**src/sdl_map.svh**
```systemverilog
/*
 Register offsets, field positions, reset values and timing figures
 of the step command decoder. Assumes a 100 MHz clock and 32-bit
 AXI4-Lite word addressing.
*/
`ifndef SDL_MAP_SVH
`define SDL_MAP_SVH
// What this block does
// - Position mode takes commands on two inputs
// - Every format can invert command sign
// - Zero accel: bypass smoothing with digital source, else no motion
// - Step pulse moves one step, level sets direction
// - Step counted on chosen rising or falling edge
// - Each step scaled by programmable gear value
// - Up input steps plus, down input steps minus
// - Quadrature A/B decoded to speed and direction
// - Quadrature counts scaled by programmable gear
// - Inputs 2 to 12 selectable as limits
// - Network node may select a home switch
// - Current/velocity: block travel toward active limit
// - Position: limit latches command ignore until cleared
// - Limit active outside current mode: fast green blink and warning
// - Re-enabled at limit: move only away
// - Hold option: no motion while limit active in position mode
// - Hold option disables limits in current/velocity
// ************************************************************
// Register byte offsets
// ************************************************************
`define SDL_CTRL 8'h00
`define SDL_GEAR 8'h04
`define SDL_ACCEL 8'h08
`define SDL_LSEL 8'h0C
`define SDL_STAT 8'h10
`define SDL_POS 8'h14
`define SDL_ISTAT 8'h18
`define SDL_IMASK 8'h1C
// ************************************************************
// Control fields
// ************************************************************
`define SDL_C_EN 0
`define SDL_C_MODE 1
`define SDL_C_FMT 3
`define SDL_C_INV 5
`define SDL_C_FALL 6
`define SDL_C_HOLD 7
`define SDL_C_SRCDIG 8
`define SDL_C_NODE 9
`define SDL_C_CLR 10
`define SDL_CTRL_RST 32'h0000_0000
`define SDL_GEAR_RST 32'h0000_0001
`define SDL_LSEL_RST 32'h0000_0000
// ************************************************************
// Timing
// ************************************************************
`define SDL_CLK_MHZ 100
`define SDL_FAST_HALF_MS 100
`define SDL_SLOW_DIV 4
`endif

```
**src/sdl_pkg.sv**
```systemverilog
/*
 Types of the step command decoder: operating modes and input formats.
 Assumes the control register stores them in two-bit fields.
*/
package sdl_pkg;
  typedef enum logic [1:0] {SDL_CUR, SDL_VEL, SDL_POS, SDL_RSV} sdl_mode_t;
  typedef enum logic [1:0] {SDL_PD, SDL_UD, SDL_QD, SDL_FRSV} sdl_fmt_t;
  typedef enum logic [1:0] {SDL_LED_SLOW, SDL_LED_ON, SDL_LED_FAST} sdl_led_t;
endpackage : sdl_pkg

```
**src/sdl_top.sv**
```systemverilog
/*
 Step command decoder with limit switch gating, AXI4-Lite registers
 and one level interrupt. Assumes inputs in_a, in_b and din are
 asynchronous pins and nrst is an asynchronous active-low reset.
*/
`timescale 1ns/1ns
`include "sdl_map.svh"
module sdl_top
  import sdl_pkg::*;
#(
  parameter int N_IN = 12,
  parameter int FAST_HALF = `SDL_FAST_HALF_MS * 1000 * `SDL_CLK_MHZ
) (
  input wire logic clk,
  input wire logic nrst,
  input wire logic [7:0] s_axi_awaddr,
  input wire logic s_axi_awvalid,
  output logic s_axi_awready,
  input wire logic [31:0] s_axi_wdata,
  input wire logic [3:0] s_axi_wstrb,
  input wire logic s_axi_wvalid,
  output logic s_axi_wready,
  output logic [1:0] s_axi_bresp,
  output logic s_axi_bvalid,
  input wire logic s_axi_bready,
  input wire logic [7:0] s_axi_araddr,
  input wire logic s_axi_arvalid,
  output logic s_axi_arready,
  output logic [31:0] s_axi_rdata,
  output logic [1:0] s_axi_rresp,
  output logic s_axi_rvalid,
  input wire logic s_axi_rready,
  input wire logic in_a,
  input wire logic in_b,
  input wire logic [N_IN:1] din,
  output logic [31:0] pos_cmd,
  output logic step_pulse,
  output logic step_dir,
  output logic drive_ok_pos,
  output logic drive_ok_neg,
  output logic smooth_bypass,
  output logic motion_stop,
  output logic limit_warn,
  output logic home_sw,
  output logic led_green,
  output logic irq
);
  localparam logic [1:0] RESP_OK = 2'h0;
  localparam logic [1:0] RESP_ERR = 2'h2;
  localparam int FH = (FAST_HALF < 1) ? 1 : FAST_HALF;

  // ************************************************************
  // Reset release and input synchronisers
  // ************************************************************
  logic [1:0] rs_q;
  logic rst_n;
  // Release is synchronous so no flop sees a runt reset edge
  always_ff @(posedge clk or negedge nrst) begin
    if (!nrst) rs_q <= 2'h0;
    else rs_q <= {rs_q[0], 1'b1};
  end
  assign rst_n = rs_q[1];

  logic [N_IN+1:0] m_q, s_q;
  logic a_p_q, b_p_q;
  logic a_s, b_s;
  logic [N_IN:1] din_s;
  // Two flops per pin; s_q feeds logic, and a third flop on in_a and in_b feeds edge detection
  always_ff @(posedge clk or negedge rst_n) begin
    if (!rst_n) begin
      m_q <= '0;
      s_q <= '0;
      a_p_q <= 1'b0;
      b_p_q <= 1'b0;
    end else begin
      m_q <= {din, in_b, in_a};
      s_q <= m_q;
      a_p_q <= s_q[0];
      b_p_q <= s_q[1];
    end
  end
  assign a_s = s_q[0];
  assign b_s = s_q[1];
  assign din_s = s_q[N_IN+1:2];

  // ************************************************************
  // Registers
  // ************************************************************
  logic [31:0] ctrl_q, gear_q, accel_q, lsel_q, ist_q, imask_q, pos_q;
  logic aw_ok_q, w_ok_q, bvalid_q, rvalid_q, clr_q;
  logic [7:0] awa_q;
  logic [31:0] wd_q, rdata_q, stat;
  logic [3:0] ws_q;
  logic [1:0] bresp_q, rresp_q;
  logic do_wr, wr_ctrl;
  logic [2:0] ev;

  function automatic logic [31:0] merge(input logic [31:0] o, input logic [31:0] n,
                                        input logic [3:0] st);
    logic [31:0] r;
    r = o;
    for (int i = 0; i < 4; i++) begin
      if (st[i]) r[i*8 +: 8] = n[i*8 +: 8];
    end
    return r;
  endfunction : merge

  function automatic logic mapped(input logic [7:0] a);
    return a[1:0] == 2'h0 && a <= `SDL_IMASK;
  endfunction : mapped

  assign s_axi_awready = !aw_ok_q && !bvalid_q;
  assign s_axi_wready = !w_ok_q && !bvalid_q;
  assign s_axi_arready = !rvalid_q;
  assign do_wr = aw_ok_q && w_ok_q && !bvalid_q;
  assign wr_ctrl = do_wr && awa_q == `SDL_CTRL;

  // Address and data are caught in either order, then written together
  always_ff @(posedge clk or negedge rst_n) begin
    if (!rst_n) begin
      aw_ok_q <= 1'b0;
      w_ok_q <= 1'b0;
      bvalid_q <= 1'b0;
      awa_q <= 8'h00;
      wd_q <= 32'h0;
      ws_q <= 4'h0;
      bresp_q <= RESP_OK;
    end else begin
      if (s_axi_awvalid && s_axi_awready) begin
        aw_ok_q <= 1'b1;
        awa_q <= s_axi_awaddr;
      end
      if (s_axi_wvalid && s_axi_wready) begin
        w_ok_q <= 1'b1;
        wd_q <= s_axi_wdata;
        ws_q <= s_axi_wstrb;
      end
      if (do_wr) begin
        aw_ok_q <= 1'b0;
        w_ok_q <= 1'b0;
        bvalid_q <= 1'b1;
        bresp_q <= mapped(awa_q) ? RESP_OK : RESP_ERR;
      end else if (bvalid_q && s_axi_bready) begin
        bvalid_q <= 1'b0;
      end
    end
  end

  // Software-owned settings; the clear bit is a one-cycle strobe
  always_ff @(posedge clk or negedge rst_n) begin
    if (!rst_n) begin
      ctrl_q <= `SDL_CTRL_RST;
      gear_q <= `SDL_GEAR_RST;
      accel_q <= 32'h0;
      lsel_q <= `SDL_LSEL_RST;
      imask_q <= 32'h0;
      clr_q <= 1'b0;
    end else begin
      clr_q <= wr_ctrl && ws_q[1] && wd_q[`SDL_C_CLR];
      if (do_wr) begin
        case (awa_q)
          `SDL_CTRL: ctrl_q <= merge(ctrl_q, wd_q, ws_q) & 32'h0000_03FF;
          `SDL_GEAR: gear_q <= merge(gear_q, wd_q, ws_q);
          `SDL_ACCEL: accel_q <= merge(accel_q, wd_q, ws_q);
          `SDL_LSEL: lsel_q <= merge(lsel_q, wd_q, ws_q) & 32'h0000_0FFF;
          `SDL_IMASK: imask_q <= merge(imask_q, wd_q, ws_q) & 32'h0000_0007;
          default: ;
        endcase
      end
    end
  end

  // Sticky events: a new event in the clearing cycle survives
  always_ff @(posedge clk or negedge rst_n) begin
    if (!rst_n) ist_q <= 32'h0;
    else if (do_wr && awa_q == `SDL_ISTAT && ws_q[0])
      ist_q <= (ist_q & ~{29'h0, wd_q[2:0]}) | {29'h0, ev};
    else ist_q <= ist_q | {29'h0, ev};
  end
  assign irq = |(ist_q & imask_q);

  // Reads answer one cycle after the address is taken
  always_ff @(posedge clk or negedge rst_n) begin
    if (!rst_n) begin
      rvalid_q <= 1'b0;
      rdata_q <= 32'h0;
      rresp_q <= RESP_OK;
    end else if (s_axi_arvalid && s_axi_arready) begin
      rvalid_q <= 1'b1;
      rresp_q <= mapped(s_axi_araddr) ? RESP_OK : RESP_ERR;
      case (s_axi_araddr)
        `SDL_CTRL: rdata_q <= ctrl_q;
        `SDL_GEAR: rdata_q <= gear_q;
        `SDL_ACCEL: rdata_q <= accel_q;
        `SDL_LSEL: rdata_q <= lsel_q;
        `SDL_STAT: rdata_q <= stat;
        `SDL_POS: rdata_q <= pos_q;
        `SDL_ISTAT: rdata_q <= ist_q;
        `SDL_IMASK: rdata_q <= imask_q;
        default: rdata_q <= 32'h0;
      endcase
    end else if (rvalid_q && s_axi_rready) begin
      rvalid_q <= 1'b0;
    end
  end
  assign s_axi_bvalid = bvalid_q;
  assign s_axi_bresp = bresp_q;
  assign s_axi_rvalid = rvalid_q;
  assign s_axi_rdata = rdata_q;
  assign s_axi_rresp = rresp_q;

  // ************************************************************
  // Limit switches
  // ************************************************************
  sdl_mode_t mode;
  sdl_fmt_t fmt;
  logic en, hold, lp, ln, lany, en_p_q, lany_p_q, ign_q, ok_p, ok_n;
  assign mode = sdl_mode_t'(ctrl_q[`SDL_C_MODE +: 2]);
  assign fmt = sdl_fmt_t'(ctrl_q[`SDL_C_FMT +: 2]);
  assign en = ctrl_q[`SDL_C_EN];
  assign hold = ctrl_q[`SDL_C_HOLD];

  // Only inputs 2..12 may act as switches; other codes mean unused
  function automatic logic pick(input logic [3:0] n, input logic [N_IN:1] v);
    logic r;
    r = 1'b0;
    for (int i = 2; i <= N_IN; i++) begin
      if (n == 4'(i)) r = v[i];
    end
    return r;
  endfunction : pick

  assign lp = pick(lsel_q[3:0], din_s);
  assign ln = pick(lsel_q[7:4], din_s);
  assign lany = lp || ln;
  assign home_sw = ctrl_q[`SDL_C_NODE] && pick(lsel_q[11:8], din_s);

  // Hold blocks both ways in position mode but leaves the other modes
  // unguarded, as shipped drives do; users must clear it when switching
  always_comb begin
    if (mode == SDL_POS && hold) begin
      ok_p = !lany;
      ok_n = !lany;
    end else if (mode != SDL_POS && hold) begin
      ok_p = 1'b1;
      ok_n = 1'b1;
    end else begin
      ok_p = !lp;
      ok_n = !ln;
    end
  end
  assign drive_ok_pos = ok_p;
  assign drive_ok_neg = ok_n;

  // Latch set by a new limit while enabled in position mode; re-enable, a clear or leaving position mode ends it
  always_ff @(posedge clk or negedge rst_n) begin
    if (!rst_n) begin
      ign_q <= 1'b0;
      en_p_q <= 1'b0;
      lany_p_q <= 1'b0;
    end else begin
      en_p_q <= en;
      lany_p_q <= lany;
      if (mode == SDL_POS && en && lany && !lany_p_q) ign_q <= 1'b1;
      else if ((en && !en_p_q) || clr_q || mode != SDL_POS) ign_q <= 1'b0;
    end
  end
  assign limit_warn = en && lany && mode != SDL_CUR;

  // ************************************************************
  // Command decode
  // ************************************************************
  logic fall, ea, eb, qen, sev, sup, dir, go, hit;
  assign fall = ctrl_q[`SDL_C_FALL];
  assign ea = fall ? (!a_s && a_p_q) : (a_s && !a_p_q);
  assign eb = fall ? (!b_s && b_p_q) : (b_s && !b_p_q);
  assign qen = a_s ^ a_p_q ^ b_s ^ b_p_q;

  // One step per qualifying event; double changes in quadrature are lost
  always_comb begin
    case (fmt)
      SDL_PD: begin
        sev = ea;
        sup = b_s;
      end
      SDL_UD: begin
        sev = ea ^ eb;
        sup = ea;
      end
      SDL_QD: begin
        sev = qen;
        sup = a_s ^ b_p_q;
      end
      default: begin
        sev = 1'b0;
        sup = 1'b0;
      end
    endcase
  end
  assign dir = sup ^ ctrl_q[`SDL_C_INV];
  assign smooth_bypass = accel_q == 32'h0 && ctrl_q[`SDL_C_SRCDIG];
  assign motion_stop = accel_q == 32'h0 && !ctrl_q[`SDL_C_SRCDIG];
  assign hit = sev && mode == SDL_POS && en;
  assign go = hit && !ign_q && !motion_stop && (dir ? ok_p : ok_n);

  // Gear applies to every format alike; position wraps at 32 bits
  always_ff @(posedge clk or negedge rst_n) begin
    if (!rst_n) begin
      pos_q <= 32'h0;
      step_pulse <= 1'b0;
      step_dir <= 1'b0;
    end else begin
      step_pulse <= go;
      if (go) begin
        step_dir <= dir;
        pos_q <= dir ? pos_q + gear_q : pos_q - gear_q;
      end
    end
  end
  assign pos_cmd = pos_q;
  assign ev = {go, hit && !go, en && lany && !lany_p_q};
  assign stat = {26'h0, motion_stop, smooth_bypass, ign_q, home_sw, ln, lp};

  // ************************************************************
  // Status light
  // ************************************************************
  logic [$clog2(FH+1)-1:0] bc_q;
  logic [1:0] sc_q;
  logic ft_q, st_q;
  sdl_led_t led;
  // One divider; slow blink is every fourth fast toggle
  always_ff @(posedge clk or negedge rst_n) begin
    if (!rst_n) begin
      bc_q <= '0;
      sc_q <= 2'h0;
      ft_q <= 1'b0;
      st_q <= 1'b0;
    end else if (bc_q == ($clog2(FH+1))'(FH - 1)) begin
      bc_q <= '0;
      ft_q <= !ft_q;
      sc_q <= sc_q + 2'h1;
      if (sc_q == 2'(`SDL_SLOW_DIV - 1)) st_q <= !st_q;
    end else begin
      bc_q <= bc_q + 1'b1;
    end
  end
  assign led = !en ? SDL_LED_SLOW : (limit_warn ? SDL_LED_FAST : SDL_LED_ON);
  always_comb begin
    case (led)
      SDL_LED_FAST: led_green = ft_q;
      SDL_LED_ON: led_green = 1'b1;
      default: led_green = st_q;
    endcase
  end
endmodule : sdl_top

```
**config.mk**
```make
export PLATFORM = sky130hd
export DESIGN_NAME = sdl_top
export DESIGN_NICKNAME = d
export VERILOG_FILES = /design/src/sdl_pkg.sv /design/src/sdl_top.sv
export VERILOG_INCLUDE_DIRS = /design/src /design/src/src
export SDC_FILE = /design/constraint.sdc
export NUM_CORES = 1
export LEC_CHECK = 0
export BUFFER_PORTS_ARGS = -buffer_cell sky130_fd_sc_hd__clkbuf_2
export CAP_MARGIN = 20
export CORE_AREA = 2 2 174 176
export CTS_CLUSTER_SIZE = 20
export DETAILED_ROUTE_END_ITERATION = 6
export DIE_AREA = 0 0 176 178
export PLACE_DENSITY_LB_ADDON = 0.15
export SLEW_MARGIN = 20
export SYNTH_ARGS = -nofsm -noshare
export SYNTH_HDL_FRONTEND = slang
export SYNTH_SLANG_ARGS = --single-unit
```
**constraint.sdc**
```tcl
create_clock -name clk -period 21.9 [get_ports clk]
set_input_delay 4.38 -clock clk [delete_from_list [all_inputs] [get_ports clk]]
set_output_delay 4.38 -clock clk [all_outputs]
set_load 0.02 [all_outputs]
```
=== Word-level counts from Yosys, hierarchy flattened ===
Index checks and enable logic that the tools add are counted.

* Logic and storage cells: 258
* Output and inout bits: 83
* Register bits: 303
* Bits of input ports: 73

* Bitwise gates (word level): 11
* Mux-type cells: 61
* Equality and inequality tests: 53
* Add/sub/neg operators: 4
* Order comparisons: 2
* Reduce and logical (&&, ||, !) cells: 87

{| class="wikitable"
|+ Operators by type and width
! operator !! count
|-
| $pmux W32 S8 || 1
|-
| $mux W32 || 2
|-
| $or A32 B3 Y32 || 2
|-
| $eq A4 B4 Y1 const B || 15
|-
| $mux W1 || 50
|-
| $eq A4 B3 Y1 const B || 12
|-
| $eq A8 B5 Y1 const B || 6
|-
| $reduce_and A3 Y1 || 13
|-
| $logic_and A1 B1 Y1 || 38
|-
| $add A32 B32 Y32 || 1
|-
| $and A32 B3 Y32 || 1
|-
| $and A32 B32 Y32 || 1
|-
| $eq A8 B4 Y1 const B || 4
|-
| $logic_not A32 Y1 || 1
|-
| $not A3 Y32 || 1
|-
| $reduce_or A32 Y1 || 1
|-
| $sub A32 B32 Y32 || 1
|-
| $add A24 B1 Y24 const B || 1
|-
| $eq A24 B24 Y1 const B || 1
|-
| $eq A4 B2 Y1 const B || 6
|-
| $mux W24 || 1
|-
| $logic_not A1 Y1 || 19
|-
| $eq A8 B3 Y1 const B || 2
|-
| $le A8 B5 Y1 const B || 2
|-
| 13 further kinds || 36
|}

=== Longest topological paths before layout ===
Gate-level depths: netlist of run 1.

* Depth in word-level cells: 21
* Depth in mapped cells: 19
* Depth with buffers taken out: 18

=== Worst setup path after synthesis of run 1 ===
Ideal clock, no wire load.

* Path type: register to output
* Start: register lsel_q[4]
* End: output port led_green
* Buffers on the path: 1
* Data arrival time: 2.190 ns
* Stages on the path, launching flop included: 9
* Setup slack: 15.330 ns
* Path through: dfrtp_1 -> buf_6 -> mux4_2 -> a22o_1 -> o21ai_0 -> nand3_1 -> nand2_1 -> nor2_1 -> a21oi_1

* Cells in the longest elaborated chain, start to end: 19

{| class="wikitable"
|+ Ends and longest elaborated chain
! what !! RTL line !! source
|-
| from (decl) || sdl_top.sv:89 || <nowiki>logic [31:0] ctrl_q, gear_q, accel_q, lsel_q, ist_q, imask_q, pos_q;</nowiki>
|-
| from (signal assigned) || sdl_top.sv:155 || <nowiki>lsel_q <= `SDL_LSEL_RST;</nowiki>
|-
| from (signal assigned) || sdl_top.sv:165 || <nowiki>`SDL_LSEL: lsel_q <= merge(lsel_q, wd_q, ws_q) & 32'h0000_0FFF;</nowiki>
|-
| $eq A4 B2 Y1 || sdl_top.sv:228 || <nowiki>if (n == 4'(i)) r = v[i];</nowiki>
|-
| $mux W1 (10 in a row) || sdl_top.sv:228 ||
|-
| $mux W1 (*) || sdl_top.sv:228 ||
|-
| $logic_or A1 B1 Y1 (*) || sdl_top.sv:235 || <nowiki>assign lany = lp || ln;</nowiki>
|-
| net lany || sdl_top.sv:217 || <nowiki>logic en, hold, lp, ln, lany, en_p_q, lany_p_q, ign_q, ok_p, ok_n;</nowiki>
|-
| $logic_and A1 B1 Y1 (*) (2 in a row) || sdl_top.sv:268 || <nowiki>assign limit_warn = en && lany && mode != SDL_CUR;</nowiki>
|-
| net limit_warn || sdl_top.sv:43 || <nowiki>output logic limit_warn,</nowiki>
|-
| $mux W2 (*) (2 in a row) || sdl_top.sv:347 || <nowiki>assign led = !en ? SDL_LED_SLOW : (limit_warn ? SDL_LED_FAST : SDL_LED_ON);</nowiki>
|-
| $eq A2 B1 Y1 / $eq A2 B2 Y1 (equally long branches) || sdl_top.sv:349 || <nowiki>case (led)</nowiki>
|-
| $pmux W1 S2 (*) || sdl_top.sv:349 ||
|-
| to (decl) || sdl_top.sv:45 || <nowiki>output logic led_green,</nowiki>
|}

The timed path passes the listed nets; every way through them passes the cells marked *.

=== Worst setup path after layout of run 1 ===
* Start: register lsel_q[4]
* End: output port led_green

* Cells in the longest elaborated chain, start to end: 19

{| class="wikitable"
|+ Ends and longest elaborated chain
! what !! RTL line
|-
| $eq A4 B2 Y1 || sdl_top.sv:228
|-
| $mux W1 (10 in a row) || sdl_top.sv:228
|-
| $mux W1 (*) || sdl_top.sv:228
|-
| $logic_or A1 B1 Y1 (*) || sdl_top.sv:235
|-
| net lany || sdl_top.sv:217
|-
| $logic_and A1 B1 Y1 (*) (2 in a row) || sdl_top.sv:268
|-
| $mux W2 (*) (2 in a row) || sdl_top.sv:347
|-
| $eq A2 B1 Y1 / $eq A2 B2 Y1 (equally long branches) || sdl_top.sv:349
|-
| $pmux W1 S2 (*) || sdl_top.sv:349
|}

Marks and branches as above.

==> results.yml, run 1 <==
yosys:
  synth.top_cells.by_area: "dfrtp_1, mux2_2, xnor2_1, ha_1, nand2_1"
  synth_largest_area_cell: "dfrtp_1"
  postSynthCellCount: 1218
  post-synth-top-area-fraction_pct: 49.5
  synth_edf_count: 0
  postSynthRegisterBits: 270
  ys.flop_type: "dfrtp_1"
  yosysWarningCount: 0
  synth_seq_area_share_pct: 49.7
  netlist_area_mm2: 0.0136
  synth-async-reset-ratio_pct: 100
  syn_area_per_cell_um2: 11.2
  yosysUniqueCellTypes: 78
critical_path:
  crit_type: "flop to output port"
  required_ns: 17.52
  arrival_ns: 3.15
  critical_path.max_fanout: 7
  cp_cell_sequence: "mux4_2 > a22o_1 > o21ai_0 > nand3_1 > nand2_1 > nor2_1 > a21oi_1 > clkbuf_2"
  critical_path.endpoint_type: "output port"
  worstSetupStartpointType: "flop"
  slowest_stage: "dfrtp_1"
  crit_path_max_incr_delay_ns: 0.55
final_layout:
  final_layout_size_suffix_gt1_share_pct: 27.8
  fillCellCount: 2627
  insertedDiodeCount: 0
  most_common_cell_after_layout_fill_and_taps_aside: "dfrtp_1"
  layout.cells.most_common_list: "dfrtp_1, mux2_2, clkbuf_2"
  area_growth_pct: 15.9
  num-nets-final: 1473
power:
  worst_ir_drop_vdd_mv: 0.0962
  total_power_w: 0.00169
  standby_leakage_power_nw: 7.49
  power.density_cell_area_mw_per_mm2: 107
placement:
  place.detailed.hpwl_mm: 26.3
  buffer_ports.inserted: 152
  gp_congestion: 0.894
floorplanning:
  rows: 63
  fp.coreArea_mm2: 0.0294
  initial_utilization_pct: 46.3
  die_span_x_um: 176
  die-height_um: 178
  fp.dieArea_mm2: 0.0313
  num_io_pins: 156
timing:
  number_of_endpoints_failing_setup_at_the_final_stage: 0
  timing.final.max_slew_violations: 0
  final.hold.worst_slack_ns: 0.346
  max_slew.worst_pin.slew_ns: 1.03
  upper_clock_frequency_limit_mhz: 133
  slew_headroom_pct: 31.4
  finalHoldViolations: 0
  worst_skew_ns: 0.00982
  period_share_pct: 34.4
  setup-tns-final_ns: 0
  unrepaired_setup_endpoints_after_global_routing: "no"
  timing.final.crit_period_ns: 7.53
clock_network:
  cts.reportedPaths.clkPinSlew_ns: 0.06
  clockRootBuffer: "clkbuf_16"
  cts.hold.buffers_added: 0
  tritoncts_buffers: 31
  post-cts-setup-buffer-count: 0
  clock_insertion_delay_worst_skew_ns: 0.57
  cts_sinks: 270
  clock_tree.buffer_depth: 3
  htreeDepth: 1
  post_cts.resized_instances: 0
  cts_tree: "yes"
global_route:
  antenna_found_initial: 0
  grt_first_pass_wirelength_mm: 56.5
  number_of_global_route_vias_before_repair: 9955
  grt.total_usage_pct: 23.1
  grt_overflow_total: 0
  grt_start_max_net_pins: 72
detailed_routing:
  route.antenna.remaining_nets: 0
  drt_pre_antenna_iters: 6
  route.detailed.vias_per_inst: 5.77
  initialDrtViolationCount: 956
  drc: 0
  totalWireLength_mm: 35.8
  wl_per_cell_um: 20.2
  vias: 10246
worst_hold_path:
  hp-class: "flop to flop"
run:
  drv.max_cap_violation_count: 0
status:
  status: "finished clean"
## area by class of cell
cell class | instances | area (um2) | area share, %
flip-flops and latches | 270 | 6760 | 42.8
multi-input cells | 872 | 6530 | 41.4
clock buffers | 44 | 915 | 5.80
repair buffers | 159 | 813 | 5.15
well taps | 390 | 488 | 3.09
clock inverters | 12 | 160 | 1.01
inverters | 29 | 110 | 0.698
## per-stage QoR
stage	cells	util, %	cell area (um2)	worst slack, ns
final	1776	53.7	15800	14.37
after global routing	1776	53.7	15800	14.24
after CTS	1776	53.6	15800	14.38
after detailed placement	1720	50.0	14700	14.80
after global placement	1720	50.0	14700	14.88
after floorplan	1219	-	13600	13.82
## power breakdown
part           internal, W  leakage (nW)  switching (W)
registers         0.000577          3.53      0.0000935
logic             0.000203          3.43       0.000286
clock network     0.000325         0.532       0.000208
total              0.00111          7.49       0.000588
## cells by family (layout without fill, tap and decap cells)
kind of cell / count (synthesis) / after routing / share of synthesized area [%]
AOI/OAI and AO/OA: 257 / 257 / 13.1
xor gates and xnor gates: 77 / 77 / 4.95
adders and majority gates: 37 / 37 / 3.46
buffers and inverters: 77 / 244 / 2.57
DFF: 270 / 270 / 49.7
muxes: 168 / 168 / 14.2
other: 2 / 3 / 0.0552
and+or+nand+nor: 330 / 330 / 12.0
## registers in the layout, indices dropped and copies added, names as in the netlist, 4 cells and up
name and count:
s_axi_rdata 32, s_q 13, lsel_q 12, ctrl_q 10
bc_q 24, m_q 13, wd_q 32, accel_q 32
awa_q 8, pos_cmd 32, ws_q 4, gear_q 32
## cell usage after synthesis (3+ instances only)
library cell  instances
dfrtp_1             269
mux2_2              152
nand2_1              95
nor2_1               73
o21ai_0              70
xnor2_1              57
clkbuf_1             37
ha_1                 36
nand3_1              35
a21oi_1              31
inv_1                28
a222oi_1             27
nor3_1               20
xor2_1               20
nor4_1               18
o31ai_1              18
a31oi_1              16
a21o_1               15
a22oi_1              14
nor2b_1              13
nand2b_1             12
or3_1                12
and3_1               11
mux2i_1              10
a211oi_1              9
and2_1                7
or4_1                 7
nand4_1               6
o21a_1                6
mux4_2                5
nand3b_1              5
o21bai_1              5
buf_6                 4
o22ai_1               4
a211o_1               3
a221oi_1              3
a311oi_1              3
and4_1                3
buf_1                 3
nor4b_1               3
o2111ai_1             3
o211ai_1              3
## routing by layer
layer  wire [um]  GRT usage [%]  share of wire (%)
met1       16600           33.4                 46
met5           0              0                  0
met3        2150           3.88                6.0
met2       16400           36.7                 46
met4         666           5.20                1.9
## worst max-delay path, delay by kind of cell (launching register included)
family	cells	cell delay, ns
AOI/OAI and AO/OA	3	0.81
DFF	1	0.55
buffers and inverters	1	0.21
and+or+nand+nor	3	0.46
muxes	1	0.55
## worst paths after layout
kind / start / endpoint / slack, ns / depth (start not counted)
worst max register to register: s_q[0] / pos_cmd[29] / 16.73 / 16
worst min register to register: m_q[13] / s_q[13] / 0.35 / 0
min in group asynchronous: rs_q[1] / awa_q[4] / 0.41 / 0
worst min-delay path: m_q[13] / s_q[13] / 0.35 / 0
max in group asynchronous: nrst / rs_q[1] / 18.21 / 1
worst max-delay path: lsel_q[4] / led_green / 14.37 / 8
Power figures use the tool's default switching activity.
==> run 2: changes to the inputs <==
--- a/config.mk
+++ b/config.mk
@@ -6,12 +6,13 @@
 export SDC_FILE = /design/constraint.sdc
 export NUM_CORES = 1
 export LEC_CHECK = 0
+export ABC_AREA = 1
 export BUFFER_PORTS_ARGS = -buffer_cell sky130_fd_sc_hd__clkbuf_2
 export CAP_MARGIN = 20
-export CORE_AREA = 2 2 174 176
+export CORE_AREA = 2 2 181 183
 export CTS_CLUSTER_SIZE = 20
 export DETAILED_ROUTE_END_ITERATION = 6
-export DIE_AREA = 0 0 176 178
+export DIE_AREA = 0 0 183 185
 export PLACE_DENSITY_LB_ADDON = 0.15
 export SLEW_MARGIN = 20
 export SYNTH_ARGS = -nofsm -noshare
==> constraint.sdc (replaced) <==
create_clock -name clk -period 6.6 [get_ports clk]
set_input_delay 1.32 -clock clk [delete_from_list [all_inputs] [get_ports clk]]
set_output_delay 1.32 -clock clk [all_outputs]
set_load 0.02 [all_outputs]
==> results.yml, run 2 <==
status:
  status: "finished clean"
timing:
  upper_clock_frequency_limit_mhz: 232
  finalHoldViolations: 0
  final.hold.worst_slack_ns: 0.348
  timing.final.crit_period_ns: 4.31
  slew_headroom_pct: 38.8
  timing.final.max_slew_violations: 0
  worst_skew_ns: 0.0298
  period_share_pct: 65.3
  max_slew.worst_pin.slew_ns: 0.918
  unrepaired_setup_endpoints_after_global_routing: "no"
  number_of_endpoints_failing_setup_at_the_final_stage: 0
  setup-tns-final_ns: 0
placement:
  placed_cell_area_mm2: 0.0159
  place.detailed.hpwl_mm: 33.7
  dpl.cell_count: 2471
  buffer_ports.inserted: 152
  gp_congestion: 0.944
floorplanning:
  initial_utilization_pct: 46.0
  die_span_x_um: 183
  fp.coreArea_mm2: 0.0320
  fp.dieArea_mm2: 0.0339
  num_io_pins: 156
  rows: 66
  die-height_um: 185
detailed_routing:
  vias: 13428
  route.detailed.vias_per_inst: 5.32
  drt_pre_antenna_iters: 6
  route.antenna.remaining_nets: 0
  initialDrtViolationCount: 1158
  drc: 0
  totalWireLength_mm: 44.1
  wl_per_cell_um: 17.5
critical_path:
  critical_path.max_fanout: 27
  crit_type: "flop to flop"
  worstReg2RegStart: "s_q[0]"
  crit_path_max_incr_delay_ns: 0.48
  path_buf_inv: 3
  arrival_ns: 4.81
  required_ns: 7.09
  slowest_stage: "inv_1"
  critical_path.endpoint_type: "flop"
  timing_startpoint_of_the_critical_path: "s_q[0]"
  worstSetupStartpointType: "flop"
  critical_path.top_delay_family: "simple AND/OR/NAND/NOR gates"
  crit_top_cell: "nand2_1"
  cp_cell_sequence: "inv_1 > ha_1 > nand2_1 > nand2_1 > nand2_1 > nand3_1 > nand2_1 > nand2_2 > inv_1 > a21oi_1 > xor2_1 > inv_1 > ha_1 > nand2_1 > nor2_1 > nand3_1 > nand2_1 > nand2_1 > nand2_1 > nand2_1 > nand2_1 > xor2_1 > nand4_1 > nand2_1"
final_layout:
  fillCellCount: 3172
  insertedDiodeCount: 0
  stdcell_count: 2523
  most_common_cell_after_layout_fill_and_taps_aside: "nand2_1"
  area_growth_pct: 14.4
  final_layout_size_suffix_gt1_share_pct: 11.2
  num-nets-final: 2205
  finish.instance_area_mm2: 0.0169
  fin_util_pct: 52.7
  layout.cells.most_common_list: "nand2_1, dfrtp_1, inv_1"
yosys:
  post-synth-top-area-fraction_pct: 45.6
  synth-async-reset-ratio_pct: 100
  postSynthRegisterBits: 270
  synth.top_cells.by_area: "dfrtp_1, nand2_1, inv_1, o21ai_0, nor2_1"
  syn_area_per_cell_um2: 7.55
  synth_edf_count: 0
  yosys.cell_count.top_type: "nand2_1"
  postSynthCellCount: 1953
  yosysWarningCount: 0
  yosysUniqueCellTypes: 47
  synth_seq_area_share_pct: 45.8
  synth_largest_area_cell: "dfrtp_1"
  netlist_area_mm2: 0.0147
  ys_top_cells_by_count: "nand2_1, dfrtp_1, inv_1, nor2_1, o21ai_0"
  ys.flop_type: "dfrtp_1"
global_route:
  antenna_found_initial: 0
  grt.total_usage_pct: 26.3
  grt_overflow_total: 0
  grt_first_pass_wirelength_mm: 69.7
  number_of_global_route_vias_before_repair: 12762
  grt_start_max_net_pins: 131
worst_hold_path:
  worst_hold_startpoint: "m_q[11]"
  hp-class: "flop to flop"
run:
  drv.max_cap_violation_count: 0
clock_network:
  post_cts.resized_instances: 0
  cts.hold.buffers_added: 0
  tritoncts_buffers: 30
  post-cts-setup-buffer-count: 0
  cts_tree: "yes"
  clock_tree.buffer_depth: 3
  cts.reportedPaths.clkPinSlew_ns: 0.06
  cts_sinks: 270
  htreeDepth: 1
  clock_insertion_delay_worst_skew_ns: 0.58
  clockRootBuffer: "clkbuf_16"
power:
  switching_component_of_the_power_w: 0.00304
  power_frac_comb_pct: 44.6
  power.density_cell_area_mw_per_mm2: 412
  pwr-share-clk_pct: 24.7
  switching_share_pct: 43.7
  seq_power_share_pct: 30.7
  worst_ir_drop_vdd_mv: 0.279
  standby_leakage_power_nw: 8.87
  internal-power_w: 0.00392
## run 2: final cells by class
class | instances | area [um2] | share of cell area (%)
clock buffers | 43 | 870 | 5.15
repair buffers | 158 | 818 | 4.85
well taps | 408 | 510 | 3.03
inverters | 267 | 1000 | 5.96
flip-flops and latches | 270 | 6760 | 40.1
multi-input cells | 1368 | 6760 | 40.0
clock inverters | 9 | 150 | 0.890
## run 2: final timing paths
kind	slack (ns)	depth (start not counted)	to
max	2.29	24	pos_cmd[19]
min	0.35	0	s_q[11]
max reg2reg	2.29	24	pos_cmd[19]
min reg2reg	0.35	0	s_q[11]
max in group asynchronous	4.64	1	pos_cmd[26]
min in group asynchronous	0.46	0	wd_q[6]
## run 2: power by group through the flow
stage / Combinational [W] / Sequential [W] / Clock (W)
CTS: 0.00308 / 0.00213 / 0.00175
finish: 0.00310 / 0.00213 / 0.00172
detailed placement: 0.00307 / 0.00216 / 0
global placement: 0.00303 / 0.00215 / 0
global route: 0.00345 / 0.00217 / 0.00182
floorplan: 0.00218 / 0.00211 / 0
## run 2: cells by family (layout without fill, tap and decap cells)
| family | count (synthesis) | count (layout) | share of synthesized area [%] |
|---|---|---|---|
| and+or+nand+nor | 942 | 942 | 26.7 |
| buffers and inverters | 316 | 477 | 8.42 |
| DFF | 270 | 270 | 45.8 |
| xor gates and xnor gates | 59 | 59 | 3.50 |
| muxes | 6 | 6 | 0.458 |
| other | 2 | 3 | 0.0509 |
| adders and majority gates | 37 | 37 | 3.19 |
| AOI/OAI and AO/OA | 321 | 321 | 11.8 |
## run 2: per-layer routing
metal  global-route usage, %  part of all wire (%)
met5                       0                     0
met4                    7.52                   2.9
met3                    3.89                   6.4
met2                    40.5                    43
met1                    38.6                    48
## run 2: stage by stage
| step | setup WS (ns) | total power, W |
|---|---|---|
| 6_report | 2.29 | 0.00696 |
| 5_1_grt | 1.78 | 0.00743 |
| 4_1_cts | 2.32 | 0.00696 |
| 3_5_place_dp | 2.35 | 0.00522 |
| 3_3_place_gp | 2.42 | 0.00518 |
| 2_1_floorplan | 2.17 | 0.00429 |
## run 2: worst register-to-register path, cell delays in order, from the launching register on
cell and delay [ns]:
dfrtp_1 0.41, inv_1 0.09, ha_1 0.15, nand2_1 0.06
nand2_1 0.11, nand2_1 0.08, nand3_1 0.09, nand2_1 0.06
nand2_2 0.43, inv_1 0.49, a21oi_1 0.27, xor2_1 0.20
inv_1 0.07, ha_1 0.35, nand2_1 0.12, nor2_1 0.16
nand3_1 0.09, nand2_1 0.19, nand2_1 0.07, nand2_1 0.17
nand2_1 0.07, nand2_1 0.11, xor2_1 0.16, nand4_1 0.10
nand2_1 0.10
==> run 3: changes to the inputs <==
==> constraint.sdc (replaced) <==
create_clock -name clk -period 4.23 [get_ports clk]
set_input_delay 0.846 -clock clk [delete_from_list [all_inputs] [get_ports clk]]
set_output_delay 0.846 -clock clk [all_outputs]
set_load 0.02 [all_outputs]
==> results.yml, run 3 (synthesized netlist as in run 2, its figures left out) <==
final_layout:
  stdcell_count: 2531
  most_common_cell_after_layout_fill_and_taps_aside: "nand2_1"
  final_layout_size_suffix_gt1_share_pct: 11.4
  area_growth_pct: 14.7
  insertedDiodeCount: 0
  layout.cells.most_common_list: "nand2_1, dfrtp_1, inv_1"
  num-nets-final: 2210
timing:
  upper_clock_frequency_limit_mhz: 265
  slew_headroom_pct: 36.0
  setup-tns-final_ns: 0
  timing.final.max_slew_violations: 0
  finalHoldViolations: 0
  period_share_pct: 89.4
  unrepaired_setup_endpoints_after_global_routing: "no"
  max_slew.worst_pin.slew_ns: 0.959
  worst_skew_ns: 0.0248
  number_of_endpoints_failing_setup_at_the_final_stage: 0
  timing.final.crit_period_ns: 3.78
floorplanning:
  die_span_x_um: 183
  initial_utilization_pct: 46.0
  fp.coreArea_mm2: 0.0320
  fp.dieArea_mm2: 0.0339
  rows: 66
  die-height_um: 185
  num_io_pins: 156
detailed_routing:
  drt_pre_antenna_iters: 5
  vias: 13354
  route.antenna.remaining_nets: 0
  route.detailed.vias_per_inst: 5.28
  wl_per_cell_um: 17.2
  drc: 0
  totalWireLength_mm: 43.6
  initialDrtViolationCount: 1028
power:
  power_frac_comb_pct: 45.0
  pwr-share-clk_pct: 24.4
  switching_component_of_the_power_w: 0.00472
  power.density_cell_area_mw_per_mm2: 640
  standby_leakage_power_nw: 8.91
  seq_power_share_pct: 30.7
  internal-power_w: 0.00611
  worst_ir_drop_vdd_mv: 0.430
  switching_share_pct: 43.6
status:
  status: "finished clean"
global_route:
  grt_start_max_net_pins: 133
  antenna_found_initial: 0
  grt.total_usage_pct: 25.9
  grt_first_pass_wirelength_mm: 68.9
  number_of_global_route_vias_before_repair: 12650
  grt_overflow_total: 0
critical_path:
  required_ns: 4.73
  crit_end: "pos_cmd[30]"
  regToRegSetupSlack_ns: 0.45
  crit_top_cell: "nand2_1"
  critical_path.max_fanout: 14
  critical_path_depth: 25
  worstReg2RegStart: "s_q[0]"
  critical_path.endpoint_type: "flop"
  worstSetupStartpointType: "flop"
  worstRegToRegCells: 25
  path_buf_inv: 4
  slowest_stage: "inv_1"
  worst_r2r_endpoint: "pos_cmd[30]"
  timing_startpoint_of_the_critical_path: "s_q[0]"
  arrival_ns: 4.28
  critical_path.top_delay_family: "simple AND/OR/NAND/NOR gates"
  crit_path_max_incr_delay_ns: 0.48
  crit_type: "flop to flop"
placement:
  buffer_ports.inserted: 152
  gp_congestion: 0.924
  dpl.cell_count: 2476
  place.detailed.hpwl_mm: 33.9
clock_network:
  tritoncts_buffers: 30
  post_cts.resized_instances: 0
  post-cts-setup-buffer-count: 0
  clock_insertion_delay_worst_skew_ns: 0.58
  cts_tree: "yes"
  cts.reportedPaths.clkPinSlew_ns: 0.06
  cts_sinks: 270
  clockRootBuffer: "clkbuf_16"
  htreeDepth: 1
  clock_tree.buffer_depth: 3
  cts.hold.buffers_added: 0
run:
  drv.max_cap_violation_count: 0
worst_hold_path:
  hp-class: "input port to asynchronous set/reset pin"
[run 3: changes by cell type in the layout (fill, tap and decap cells not counted)]
cell,before,now
clkinv_4,0,1
clkinv_2,3,6
bufinv_16,3,2
buf_4,5,9
inv_2,4,3
clkbuf_1,6,7
clkbuf_8,7,8
clkinvlp_4,2,0
inv_1,260,261
buf_12,1,2
[run 3: power groups by stage]
stage               combinational [W]  clock, W  sequential [W]
finish                        0.00487   0.00264         0.00332
global route                  0.00540   0.00281         0.00337
CTS                           0.00482   0.00270         0.00331
detailed placement            0.00480         0         0.00336
global placement              0.00478         0         0.00334
floorplan                     0.00339         0         0.00330
[run 3: how the worst min path moves through the flow]
stage | from | slack [ns] | to | cells after the start
after CTS | nrst | 0.02 | rs_q[1] | 1
after detailed placement | rs_q[1] | 0.20 | awa_q[6] | 0
after floorplan | rs_q[0] | 0.33 | rs_q[1] | 0
after global placement | rs_q[1] | 0.20 | awa_q[5] | 0
after global routing | nrst | 0.02 | rs_q[1] | 1
final | nrst | 0.04 | rs_q[1] | 1
[run 3: per-stage QoR]
stage	util [%]	hold WS [ns]	total power [W]	setup WS (ns)	instance area, um2
2_1_floorplan	-	0.331	0.00669	1.13	14800
3_3_place_gp	49.6	0.196	0.00812	0.595	15900
3_5_place_dp	49.6	0.195	0.00816	0.531	15900
4_1_cts	52.8	0.0213	0.0108	0.513	16900
5_1_grt	52.8	0.0190	0.0116	0.0486	16900
6_report	52.8	0.0371	0.0108	0.450	16900
[run 3: worst register-to-register path: cells and delay by family, from the launching register on]
kind	cells	cell delay, ns
xor+xnor	1	0.17
simple gates	17	1.72
fa+ha+maj	2	0.58
compound gates	1	0.14
buf+inv	4	0.71
flops	1	0.39
[run 3: cell type report]
class,count,area (um2)
fill,3153,15100
clock inverter,10,129
clock buffer,45,887
tap,408,510
inverter,267,1000
sequential,270,6760
multi-input combinational,1368,6760
timing repair buffer,163,868
[run 3: metal layers]
layer,vias up,wire (um),track usage [%],share of wire [%]
li1,6615,-,-,-
met5,-,0,0,0
met1,6262,21100,38.5,48
met3,63,2650,3.97,6.1
met2,414,18800,39.4,43
met4,0,1150,7.23,2.6
